**src/period_timer_pkg.sv**
```systemverilog
// Package for the 8-bit period timer: register map, field layout, reset values.
// Assumes an APB slave with 32-bit data; offsets are register indices, byte address = 4 * index.
package period_timer_pkg;

  // ==========================================================
  // Register indices and byte addresses
  // ==========================================================
  localparam logic [7:0] IDX_PERIPH_FLAG   = 8'h0c;
  localparam logic [7:0] IDX_COUNT         = 8'h11;
  localparam logic [7:0] IDX_CONTROL       = 8'h12;
  localparam logic [7:0] IDX_PERIPH_ENABLE = 8'h8c;
  localparam logic [7:0] IDX_PERIOD        = 8'h92;
  localparam logic [9:0] ADDR_PERIPH_FLAG   = {IDX_PERIPH_FLAG, 2'b00};
  localparam logic [9:0] ADDR_COUNT         = {IDX_COUNT, 2'b00};
  localparam logic [9:0] ADDR_CONTROL       = {IDX_CONTROL, 2'b00};
  localparam logic [9:0] ADDR_PERIPH_ENABLE = {IDX_PERIPH_ENABLE, 2'b00};
  localparam logic [9:0] ADDR_PERIOD        = {IDX_PERIOD, 2'b00};
  localparam int         ADDR_W             = 10;

  // ==========================================================
  // Field positions and reset values
  // ==========================================================
  localparam int         MATCH_IRQ_BIT   = 1;
  localparam logic [7:0] COUNT_RESET     = 8'h00;
  localparam logic [7:0] PERIOD_RESET    = 8'hff;
  localparam logic [7:0] CONTROL_MASK    = 8'h7f;
  localparam logic [7:0] FLAG_MASK       = 8'h02;
  localparam logic [3:0] PRE_DIV4_LAST   = 4'h3;
  localparam logic [3:0] PRE_DIV16_LAST  = 4'hf;

  // Control register layout, bit 7 unimplemented
  typedef struct packed {
    logic       unused;
    logic [3:0] post_divide_select;
    logic       run_enable;
    logic [1:0] pre_divide_select;
  } control_reg_t;

  localparam control_reg_t CONTROL_RESET = '0;

endpackage

```
**src/match_postscaler.sv**
```systemverilog
// Postscaler: counts period matches, pulses once every select+1 matches.
// Assumes match_pulse is a one-cycle pulse on pclk; clear has priority.
`timescale 1ns/1ps
`default_nettype none
module match_postscaler (
  input  wire logic       pclk,
  input  wire logic       presetn,
  input  wire logic       clear,
  input  wire logic       match_pulse,
  input  wire logic [3:0] ratio_select,
  output logic            out_pulse
);
  logic [3:0] match_count;

  // ==========================================================
  // Match counter
  // ==========================================================
  always_ff @(posedge pclk or negedge presetn) begin
    if (!presetn) begin
      match_count <= 4'h0;
    end else if (clear) begin
      match_count <= 4'h0;                              // [RULE9]
    end else if (match_pulse) begin
      if (match_count >= ratio_select) begin
        match_count <= 4'h0;                            // [RULE5] [RULE6]
      end else begin
        match_count <= match_count + 4'h1;
      end
    end
  end

  assign out_pulse = match_pulse && !clear && (match_count >= ratio_select); // [RULE5]
endmodule
`default_nettype wire

```
**src/period_timer.sv**
```systemverilog
// Top of the 8-bit period timer with APB register access and level interrupt.
// Assumes pclk is the instruction clock (oscillator / 4) and an APB master on pclk.
//
// Our own choice: the APB register port.
`timescale 1ns/1ps
`default_nettype none
// Operation
// RULE1: Counter counts up from zero; after matching period it loads zero next tick.
// RULE2: Period register is read/write and resets to all ones.
// RULE3: Counter clock is the instruction clock, passed through the prescaler.
// RULE4: Prescale select bits 1:0: 00 divide 1, 01 divide 4, 1x divide 16.
// RULE5: Matches feed a 4-bit postscaler giving one output per N matches.
// RULE6: Postscale select bits 6:3 set N to value plus one.
// RULE7: Each postscaler output sets match interrupt flag, bit 1 of flag register.
// RULE8: Run enable at bit 2 lets the timer count; zero stops it.
// RULE9: Prescaler and postscaler clear on count write, control write and reset.
// RULE10: Control write leaves the count value unchanged.
// RULE11: Count register is read/write and resets to zero.
// RULE12: Control bit 7 ignores writes and reads zero.
// RULE13: Period match event is an output for the PWM time base.
// RULE14: Flag stays set until cleared by software; enable gates the request.
// RULE15: With run off, count and scalers hold; count access still works.
module period_timer
  import period_timer_pkg::*;
(
  input  wire logic                           pclk,
  input  wire logic                           presetn,
  input  wire logic                           psel,
  input  wire logic                           penable,
  input  wire logic                           pwrite,
  input  wire logic [period_timer_pkg::ADDR_W-1:0] paddr,
  input  wire logic [31:0]                    pwdata,
  output logic      [31:0]                    prdata,
  output logic                                pready,
  output logic                                pslverr,
  output logic                                period_match,
  output logic                                irq
);
  import period_timer_pkg::*;

  // ==========================================================
  // Register state
  // ==========================================================
  logic [7:0]   count_value;
  logic [7:0]   period_value;
  control_reg_t control_reg;
  logic [7:0]   periph_flag_reg;
  logic [7:0]   periph_enable_reg;
  logic [3:0]   pre_count;
  logic         access;
  logic         wr;
  logic         wr_count;
  logic         wr_control;
  logic         wr_flag;
  logic         scaler_clear;
  logic         tick;
  logic         match_now;
  logic         post_pulse;
  logic         mapped;
  logic [3:0]   pre_last;
  logic [31:0]  next_rdata;

  // ==========================================================
  // APB decode; zero-wait access phase
  // ==========================================================
  assign access     = psel && penable;
  assign wr         = access && pwrite;
  assign wr_count   = wr && (paddr == ADDR_COUNT);
  assign wr_control = wr && (paddr == ADDR_CONTROL);
  assign wr_flag    = wr && (paddr == ADDR_PERIPH_FLAG);
  assign scaler_clear = wr_count || wr_control;                 // [RULE9]

  always_comb begin
    mapped     = 1'b1;
    next_rdata = 32'h0000_0000;
    unique case (paddr)
      ADDR_PERIPH_FLAG:   next_rdata = {24'h00_0000, periph_flag_reg};
      ADDR_COUNT:         next_rdata = {24'h00_0000, count_value};
      ADDR_CONTROL:       next_rdata = {24'h00_0000, control_reg & CONTROL_MASK}; // [RULE12]
      ADDR_PERIPH_ENABLE: next_rdata = {24'h00_0000, periph_enable_reg};
      ADDR_PERIOD:        next_rdata = {24'h00_0000, period_value};
      default:            mapped     = 1'b0;
    endcase
  end

  // Answer registered in setup, so pready is high in first access cycle
  always_ff @(posedge pclk or negedge presetn) begin
    if (!presetn) begin
      pready  <= 1'b0;
      prdata  <= 32'h0000_0000;
      pslverr <= 1'b0;
    end else begin
      pready  <= psel && !penable;
      pslverr <= psel && !penable && !mapped;
      if (psel && !penable && !pwrite) begin
        prdata <= mapped ? next_rdata : 32'h0000_0000;
      end
    end
  end

  // ==========================================================
  // Control, period and enable registers
  // ==========================================================
  always_ff @(posedge pclk or negedge presetn) begin
    if (!presetn) begin
      control_reg <= CONTROL_RESET;
    end else if (wr_control) begin
      control_reg <= control_reg_t'(pwdata[7:0] & CONTROL_MASK); // [RULE12]
    end
  end

  always_ff @(posedge pclk or negedge presetn) begin
    if (!presetn) begin
      period_value <= PERIOD_RESET;                             // [RULE2]
    end else if (wr && paddr == ADDR_PERIOD) begin
      period_value <= pwdata[7:0];                              // [RULE2]
    end
  end

  always_ff @(posedge pclk or negedge presetn) begin
    if (!presetn) begin
      periph_enable_reg <= 8'h00;
    end else if (wr && paddr == ADDR_PERIPH_ENABLE) begin
      periph_enable_reg <= pwdata[7:0] & FLAG_MASK;
    end
  end

  // ==========================================================
  // Prescaler on the instruction clock
  // ==========================================================
  always_comb begin
    unique case (control_reg.pre_divide_select)                 // [RULE4]
      2'b00:   pre_last = 4'h0;
      2'b01:   pre_last = PRE_DIV4_LAST;
      default: pre_last = PRE_DIV16_LAST;
    endcase
  end

  assign tick = control_reg.run_enable && !scaler_clear && (pre_count >= pre_last); // [RULE3] [RULE8]

  always_ff @(posedge pclk or negedge presetn) begin
    if (!presetn) begin
      pre_count <= 4'h0;                                        // [RULE9]
    end else if (scaler_clear) begin
      pre_count <= 4'h0;                                        // [RULE9]
    end else if (control_reg.run_enable) begin                  // [RULE15]
      pre_count <= (pre_count >= pre_last) ? 4'h0 : pre_count + 4'h1; // [RULE3]
    end
  end

  // ==========================================================
  // Count register and period compare
  // ==========================================================
  assign match_now = tick && (count_value == period_value);     // [RULE1]

  always_ff @(posedge pclk or negedge presetn) begin
    if (!presetn) begin
      count_value <= COUNT_RESET;                               // [RULE11]
    end else if (wr_count) begin
      count_value <= pwdata[7:0];                               // [RULE11] [RULE15]
    end else if (tick) begin                                    // [RULE10]
      count_value <= match_now ? 8'h00 : count_value + 8'h01;   // [RULE1]
    end
  end

  always_ff @(posedge pclk or negedge presetn) begin
    if (!presetn) begin
      period_match <= 1'b0;
    end else begin
      period_match <= match_now;                                // [RULE13]
    end
  end

  // ==========================================================
  // Postscaler
  // ==========================================================
  match_postscaler u_post (
    .pclk         (pclk),
    .presetn      (presetn),
    .clear        (scaler_clear),
    .match_pulse  (match_now),
    .ratio_select (control_reg.post_divide_select),
    .out_pulse    (post_pulse)
  );

  // ==========================================================
  // Interrupt flag and request
  // ==========================================================
  always_ff @(posedge pclk or negedge presetn) begin
    if (!presetn) begin
      periph_flag_reg <= 8'h00;
    end else begin
      if (wr_flag) begin
        // Write one clears; set below wins
        periph_flag_reg <= periph_flag_reg & ~(pwdata[7:0] & FLAG_MASK); // [RULE14]
      end
      if (post_pulse) begin
        periph_flag_reg[MATCH_IRQ_BIT] <= 1'b1;                 // [RULE7]
      end
    end
  end

  always_ff @(posedge pclk or negedge presetn) begin
    if (!presetn) begin
      irq <= 1'b0;
    end else begin
      irq <= |(periph_flag_reg & periph_enable_reg);            // [RULE14]
    end
  end

endmodule
`default_nettype wire

```
**config.mk**
```make
export PLATFORM = sky130hd
export DESIGN_NAME = period_timer
export DESIGN_NICKNAME = d
export VERILOG_FILES = /design/src/period_timer_pkg.sv /design/src/match_postscaler.sv /design/src/period_timer.sv
export SDC_FILE = /design/constraint.sdc
export NUM_CORES = 1
export LEC_CHECK = 0
export ABC_CLOCK_PERIOD_IN_PS = 2440
export BUFFER_PORTS_ARGS = -buffer_cell sky130_fd_sc_hd__buf_2
export CAP_MARGIN = 20
export CORE_ASPECT_RATIO = 0.75
export CORE_UTILIZATION = 30
export CTS_CLUSTER_SIZE = 28
export DETAILED_ROUTE_END_ITERATION = 12
export PLACE_DENSITY = 0.52
export RECOVER_POWER = 100
export SYNTH_ARGS = -nofsm -noshare
export SYNTH_HDL_FRONTEND = slang
export SYNTH_SLANG_ARGS = --single-unit
```
**constraint.sdc**
```tcl
create_clock -name pclk -period 2.44 [get_ports pclk]
set_clock_uncertainty 0.1 [all_clocks]
set_input_delay 0.244 -clock pclk [delete_from_list [all_inputs] [get_ports pclk]]
set_output_delay 0.244 -clock pclk [all_outputs]
set_load 0.03 [all_outputs]
```
* Word level (Yosys, flattened, before mapping)
Cells that the tools add are included.
W data, S select, Z words.
** Storage, ports and cells
- Flip-flop bits (word level) :: 76
- Latch bits :: 0
- Memory bits (writable) :: 0
- ROM bits :: 0
- Bits of input ports :: 47
- Output and inout bits :: 36
- Logic and storage cells :: 72
- Memories kept :: 0
** Operators by class
- Add/subtract/negate cells :: 3
- Multipliers :: 0
- Divide/modulo/power cells :: 0
- Order comparisons :: 2
- Equal/unequal tests :: 7
- Shifts and indexed selects :: 0
- Muxes and demuxes :: 15
- Bitwise logic cells :: 3
- Reduce and logical (&&, ||, !) cells :: 27
** Operators by type and width (count)
- $pmux W8 S5 :: 1
- $mux W32 :: 1
- $mux W4 :: 6
- $mux W8 :: 3
- $eq A10 B10 Y1 const B :: 2
- $eq A10 B7 Y1 const B :: 2
- $logic_and A1 B1 Y1 :: 15
- $eq A10 B6 Y1 const B :: 1
- $add A4 B1 Y4 const B :: 2
- $add A8 B1 Y8 const B :: 1
- $and A8 B2 Y8 :: 1
- $and A8 B8 Y8 :: 1
- $eq A8 B8 Y1 :: 1
- $ge A4 B4 Y1 :: 2
- $not A2 Y8 :: 1
- $pmux W4 S2 :: 1
- $reduce_bool A2 Y1 :: 4
- $reduce_or A8 Y1 :: 1
- $reduce_or A5 Y1 :: 1
- $logic_not A1 Y1 :: 4
- $eq A2 B1 Y1 const B :: 1
- $logic_not A2 Y1 :: 1
- $mux W1 :: 2
- $mux W2 :: 1
- $logic_or A1 B1 Y1 :: 1

* Longest topological paths before layout
- Depth in word-level cells :: 11
- Depth in mapped cells :: 9
- Gate-level depth less buffers :: 8

* Hierarchy
From an unflattened synthesis, not the netlist that was laid out.
** Unflattened totals
- Cells, all modules :: 289
- Area, all modules :: 2885.3 um^2
** Modules (own cells, without submodules)
- period_timer :: times used 1, cells each 254, area each 2542.4 um^2, sequential area each 1036.0 um^2
- match_postscaler :: times used 1, cells each 35, area each 342.8 um^2, sequential area each 100.1 um^2

* Worst setup path before layout
OpenSTA, ideal clock, no wires.
- Path kind :: reg-to-reg
- Start point :: register control_reg[1] in the netlist's numbering
- End point :: register count_value[4]
- Setup time :: 0.126 ns
- Data arrival time :: 2.073 ns
- Data required time :: 2.214 ns
- Setup slack :: 0.141 ns
- Stages on the path, launching flop included :: 9
- Path buffers :: 1
- Period minus slack after synthesis :: 2.299 ns
- Cells stage by stage :: dfrtp_1 or2_2 ha_1 o21ai_0 a211o_1 buf_2 a211o_2 a32oi_1 o21ai_1
** On the way
- Longest elaborated chain between the ends :: 8
- Elaborated cells between the ends (all ways) :: 10
- Classes of those cells :: 1 x order compare; 1 x eq/ne; 4 x mux; 4 x reduce/logical
** Ends and longest elaborated chain
- from (decl) :: line period_timer.sv:46 : control_reg_t control_reg;
- from (signal assigned) :: line period_timer.sv:108 : control_reg <= control_reg_t'(pwdata[7:0] & CONTROL_MASK);
- $eq A2 B1 Y1 / $logic_not A2 Y1 (equally long branches) :: line period_timer.sv:132 : unique case (control_reg.pre_divide_select)
- $pmux W4 S2 * :: line period_timer.sv:132
- $ge A4 B4 Y1 * :: line period_timer.sv:139 : assign tick = control_reg.run_enable && !scaler_clear && (pre_count >= pre_last);
- $logic_and A1 B1 Y1 * :: line period_timer.sv:139
- $logic_and A1 B1 Y1 :: line period_timer.sv:154 : assign match_now = tick && (count_value == period_value);
- $mux W8 :: line period_timer.sv:162 : count_value <= match_now ? 8'h00 : count_value + 8'h01;
- $mux W8 :: line period_timer.sv:161 : end else if (tick) begin
- $mux W8 :: line period_timer.sv:159 : end else if (wr_count) begin
- to (signal assigned) :: line period_timer.sv:160 : count_value <= pwdata[7:0];
- to (signal assigned) :: line period_timer.sv:162
- to (decl) :: line period_timer.sv:44 : logic [7:0] count_value;
Mark *: on every way between the ends. The rest lies on a longest branch, timed or not. The select of a mux whose other input is x is not followed.
A chain may end at the register's enable or synchronous reset.

* Worst setup path after layout
- Start point :: register control_reg[1] in the netlist's numbering
- End point :: register count_value[3]
The elaborated chain is that of the path after synthesis.

==> flow_summary.ini <==
[status]
outcome = finished, final reports clean

[clock_tree]
cts_made_buffers = 5
clock-sinks = 45
htreeDepth = 2
cts_buffer_depth = 2
tritoncts = yes
worst_skew_pair.late_latency_ns = 0.29
cts_root_buf = clkbuf_16
clk_pin_slew_ns = 0.06

[setup_path]
critical_path.max_fanout = 7
critical_path.startpoint = control_reg[1]
critical_path_class = reg -> reg
r2r_cells = 8
r2r-start = control_reg[1]
startpoint_type = flop
reg2reg_slack_ns = 0.12
worstPathRequired_ns = 2.49
critPathCaptureType = flop
r2r_end = count_value[3]
crit_arrival_ns = 2.37

[sta]
timing.hold.ws_ns = 0.0582
max_freq_mhz = 432
timing.setup.tns_ns = 0
post-route-period-util_pct = 95.0
final-max-slew-violation-count = 0
slew_headroom_pct = 21.2
finalHoldViolCount = 0
setup_violations = 0
rsz0062_at_grt = no
worstMarginPinSlew_ns = 1.18
finalCriticalPeriod_ns = 2.32

[logic_synthesis]
synth-compound-area-share_pct = 15.5
synthCells = 296
yosysUniqueCellTypes = 58
yosys_warnings = 0
synth-xor-area-share_pct = 2.72
yosys.area_share.simple_pct = 20.5
synth_top_family_by_area = simple AND/OR/NAND/NOR gates
synth_edf_count = 0
synth_ff_type = dfrtp_1
seq_area_frac_synth_pct = 39.2
yosys.area_share.adder_pct = 4.75
synth_mux_area_share_pct = 6.86
ys_seq_elements = 45
synth_area_mm2 = 0.00290
async_flop_share_pct = 100
avgSynthCellArea_um2 = 9.79

[final_layout]
multi_input_area_mm2 = 0.00154
areaGrowthSynthToFinish_pct = 17.0
reg.largest.list = count_value (8), period_value (8), prdata (8)
layout.cells.non_filler = 483
drive_above_1_share_pct = 25.4
n_antenna_cell = 0
nFillCells = 945
nNetsFinal = 412
seqCellArea_mm2 = 0.00114

[grt]
grt.total_usage_pct = 14.8
first_global_vias = 2244
antenna_found_initial = 0
grt_first_pass_wirelength_um = 11400
grt_max_degree = 46
grt-ovfl-total = 0

[drt]
vias_per_cell = 4.80
vias = 2318
drc = 0
drtIter0Drc = 89
wl_per_cell_um = 14.3
routed_wl_um = 6890
firstDrtPassIters = 4
final_antenna_net_count = 0

[floorplanning]
core_mm2 = 0.00920
die_w_um = 116
ios = 83
die_h_um = 87.1
die_area_mm2 = 0.0101
rows = 30
initial_utilization_pct = 31.5

[power]
p_per_area_mw_per_mm2 = 506
p_int_w = 0.00125
power.share.clock_pct = 40.8
power_switching_w = 0.000465
cellLeakagePower_nw = 1.53
swShare_pct = 27.1
p_comb_share_pct = 13.9
peakVddDrop_mv = 0.292
pwr-share-seq_pct = 45.3

[hold_path]
min_path_cells = 2
holdCritPathClass = in -> reg
min_from = penable
hold_end = pready

[placement]
hpwl_um = 5150
port_buffers = 34
gp_congestion = 0.818
dpl.cell_count = 471

[job]
max-cap-violations = 0
worst max path at each step:
| stage | end | slack (ns) | depth (start not counted) |
|---|---|---|---|
| after detailed placement | count_value[6] | -0.003 | 7 |
| after CTS | count_value[4] | -0.005 | 8 |
| after global routing | count_value[2] | 0.02 | 11 |
| final | count_value[3] | 0.12 | 8 |
| after floorplan | count_value[4] | 0.14 | 8 |
| after global placement | count_value[3] | -0.02 | 8 |
per-stage QoR:
step                      instance area (um2)  utilization (%)  setup WS (ns)  power (W)
after floorplan                          2990                -          0.141   0.000975
after global placement                   3260             35.5        -0.0187    0.00103
after detailed placement                 3260             35.5       -0.00291    0.00104
after CTS                                3450             37.5       -0.00479    0.00174
after global routing                     3390             36.9         0.0182    0.00180
final                                    3390             36.9          0.123    0.00172
timing repair:
| action | CTS | global route |
|---|---|---|
| cloned | 0 | 0 |
| endpoints found under the setup margin | 4 | 12 |
| pin swaps | 3 | 4 |
| buffers inserted | 2 | 1 |
| resized for setup | 2 | 5 |
| endpoints found under the hold margin | 37 | 0 |
| hold buffers | 1 | 0 |
cell usage after synthesis, types with 3 or more instances:
cell type	n	area, um2
and2_1	3	18.8
nor2b_1	8	50.1
nor3_4	3	48.8
xor2_1	8	70.1
nand3_1	9	45.0
nand2b_1	4	25.0
or3_1	3	18.8
inv_1	14	52.6
a22oi_1	8	60.1
a211o_1	3	26.3
a21oi_1	17	85.1
mux2i_1	3	30.0
a31oi_1	6	37.5
nand3b_1	3	22.5
nor2_1	21	78.8
nor4_2	3	37.5
mux2_1	4	45.0
nand2_1	14	52.6
o21ai_0	17	85.1
ha_1	11	138
buf_2	5	25.0
o21a_1	3	22.5
dfstp_2	8	210
mux2_2	11	124
buf_4	26	195
nor3_1	7	35.0
dfrtp_1	37	926
worst max-delay path: stages (launching register included):
cell	delay, ns
dfrtp_1	0.38
or2_4	0.27
ha_4	0.26
o21ai_1	0.07
a211o_2	0.36
buf_4	0.18
a211o_1	0.22
a32oi_1	0.24
o21ai_0	0.12
logic make-up (layout without fill, tap and decap cells):
group,after synthesis,in the layout
multiplexers,18,18
AND/OR/NAND/NOR,95,95
AO/OA/AOI/OAI,69,69
XOR/XNOR,9,9
adder cells (fa/ha/maj),11,11
buffers and inverters,48,84
other,1,24
flip-flops,45,45
layout make-up:
class | instances | area share [%]
Timing Repair Buffer | 62 | 10.3
Sequential cell | 45 | 33.5
Tap cell | 128 | 4.72
Clock buffer | 6 | 4.09
Inverter | 14 | 1.55
Multi-Input combinational cell | 226 | 45.4
Clock inverter | 2 | 0.406
power by group through the flow:
stage	registers (W)	clock network [W]	logic, W
after floorplan	0.000801	0	0.000173
after global placement	0.000791	0	0.000241
after detailed placement	0.000791	0	0.000245
after CTS	0.000778	0.000717	0.000247
after global routing	0.000780	0.000746	0.000270
final	0.000778	0.000701	0.000239
metal layers:
metal,part of all wire (%),vias up,global-route usage (%)
met4,0.68,0,2.95
met1,52,1123,21.8
met3,4.7,6,2.71
met5,0,-,0
li1,-,1129,-
met2,43,60,22.5
layout by cell type, fill, tap and decap left out, types with 2 or more instances in the layout:
cell and count:
a211o_1 2, a211o_2 3, a21oi_1 17, a221oi_2 2, a22oi_1 8, a31oi_1 6
a32oi_1 2, and2_0 2, and3_1 2, buf_2 19, buf_4 23, clkbuf_1 18
clkbuf_16 5, conb_1 24, dfrtp_1 37, dfstp_2 8, ha_1 10, inv_1 14
mux2_1 4, mux2_2 11, mux2i_1 3, nand2_1 14, nand2b_1 4, nand3_1 9
nand3b_1 3, nor2_1 22, nor2b_1 8, nor3_1 9, nor4_2 3, o21a_1 3
o21ai_0 17, o21ai_1 2, or3_1 2, or3_4 2, xor2_1 8
(Power assumes the default switching activity.)
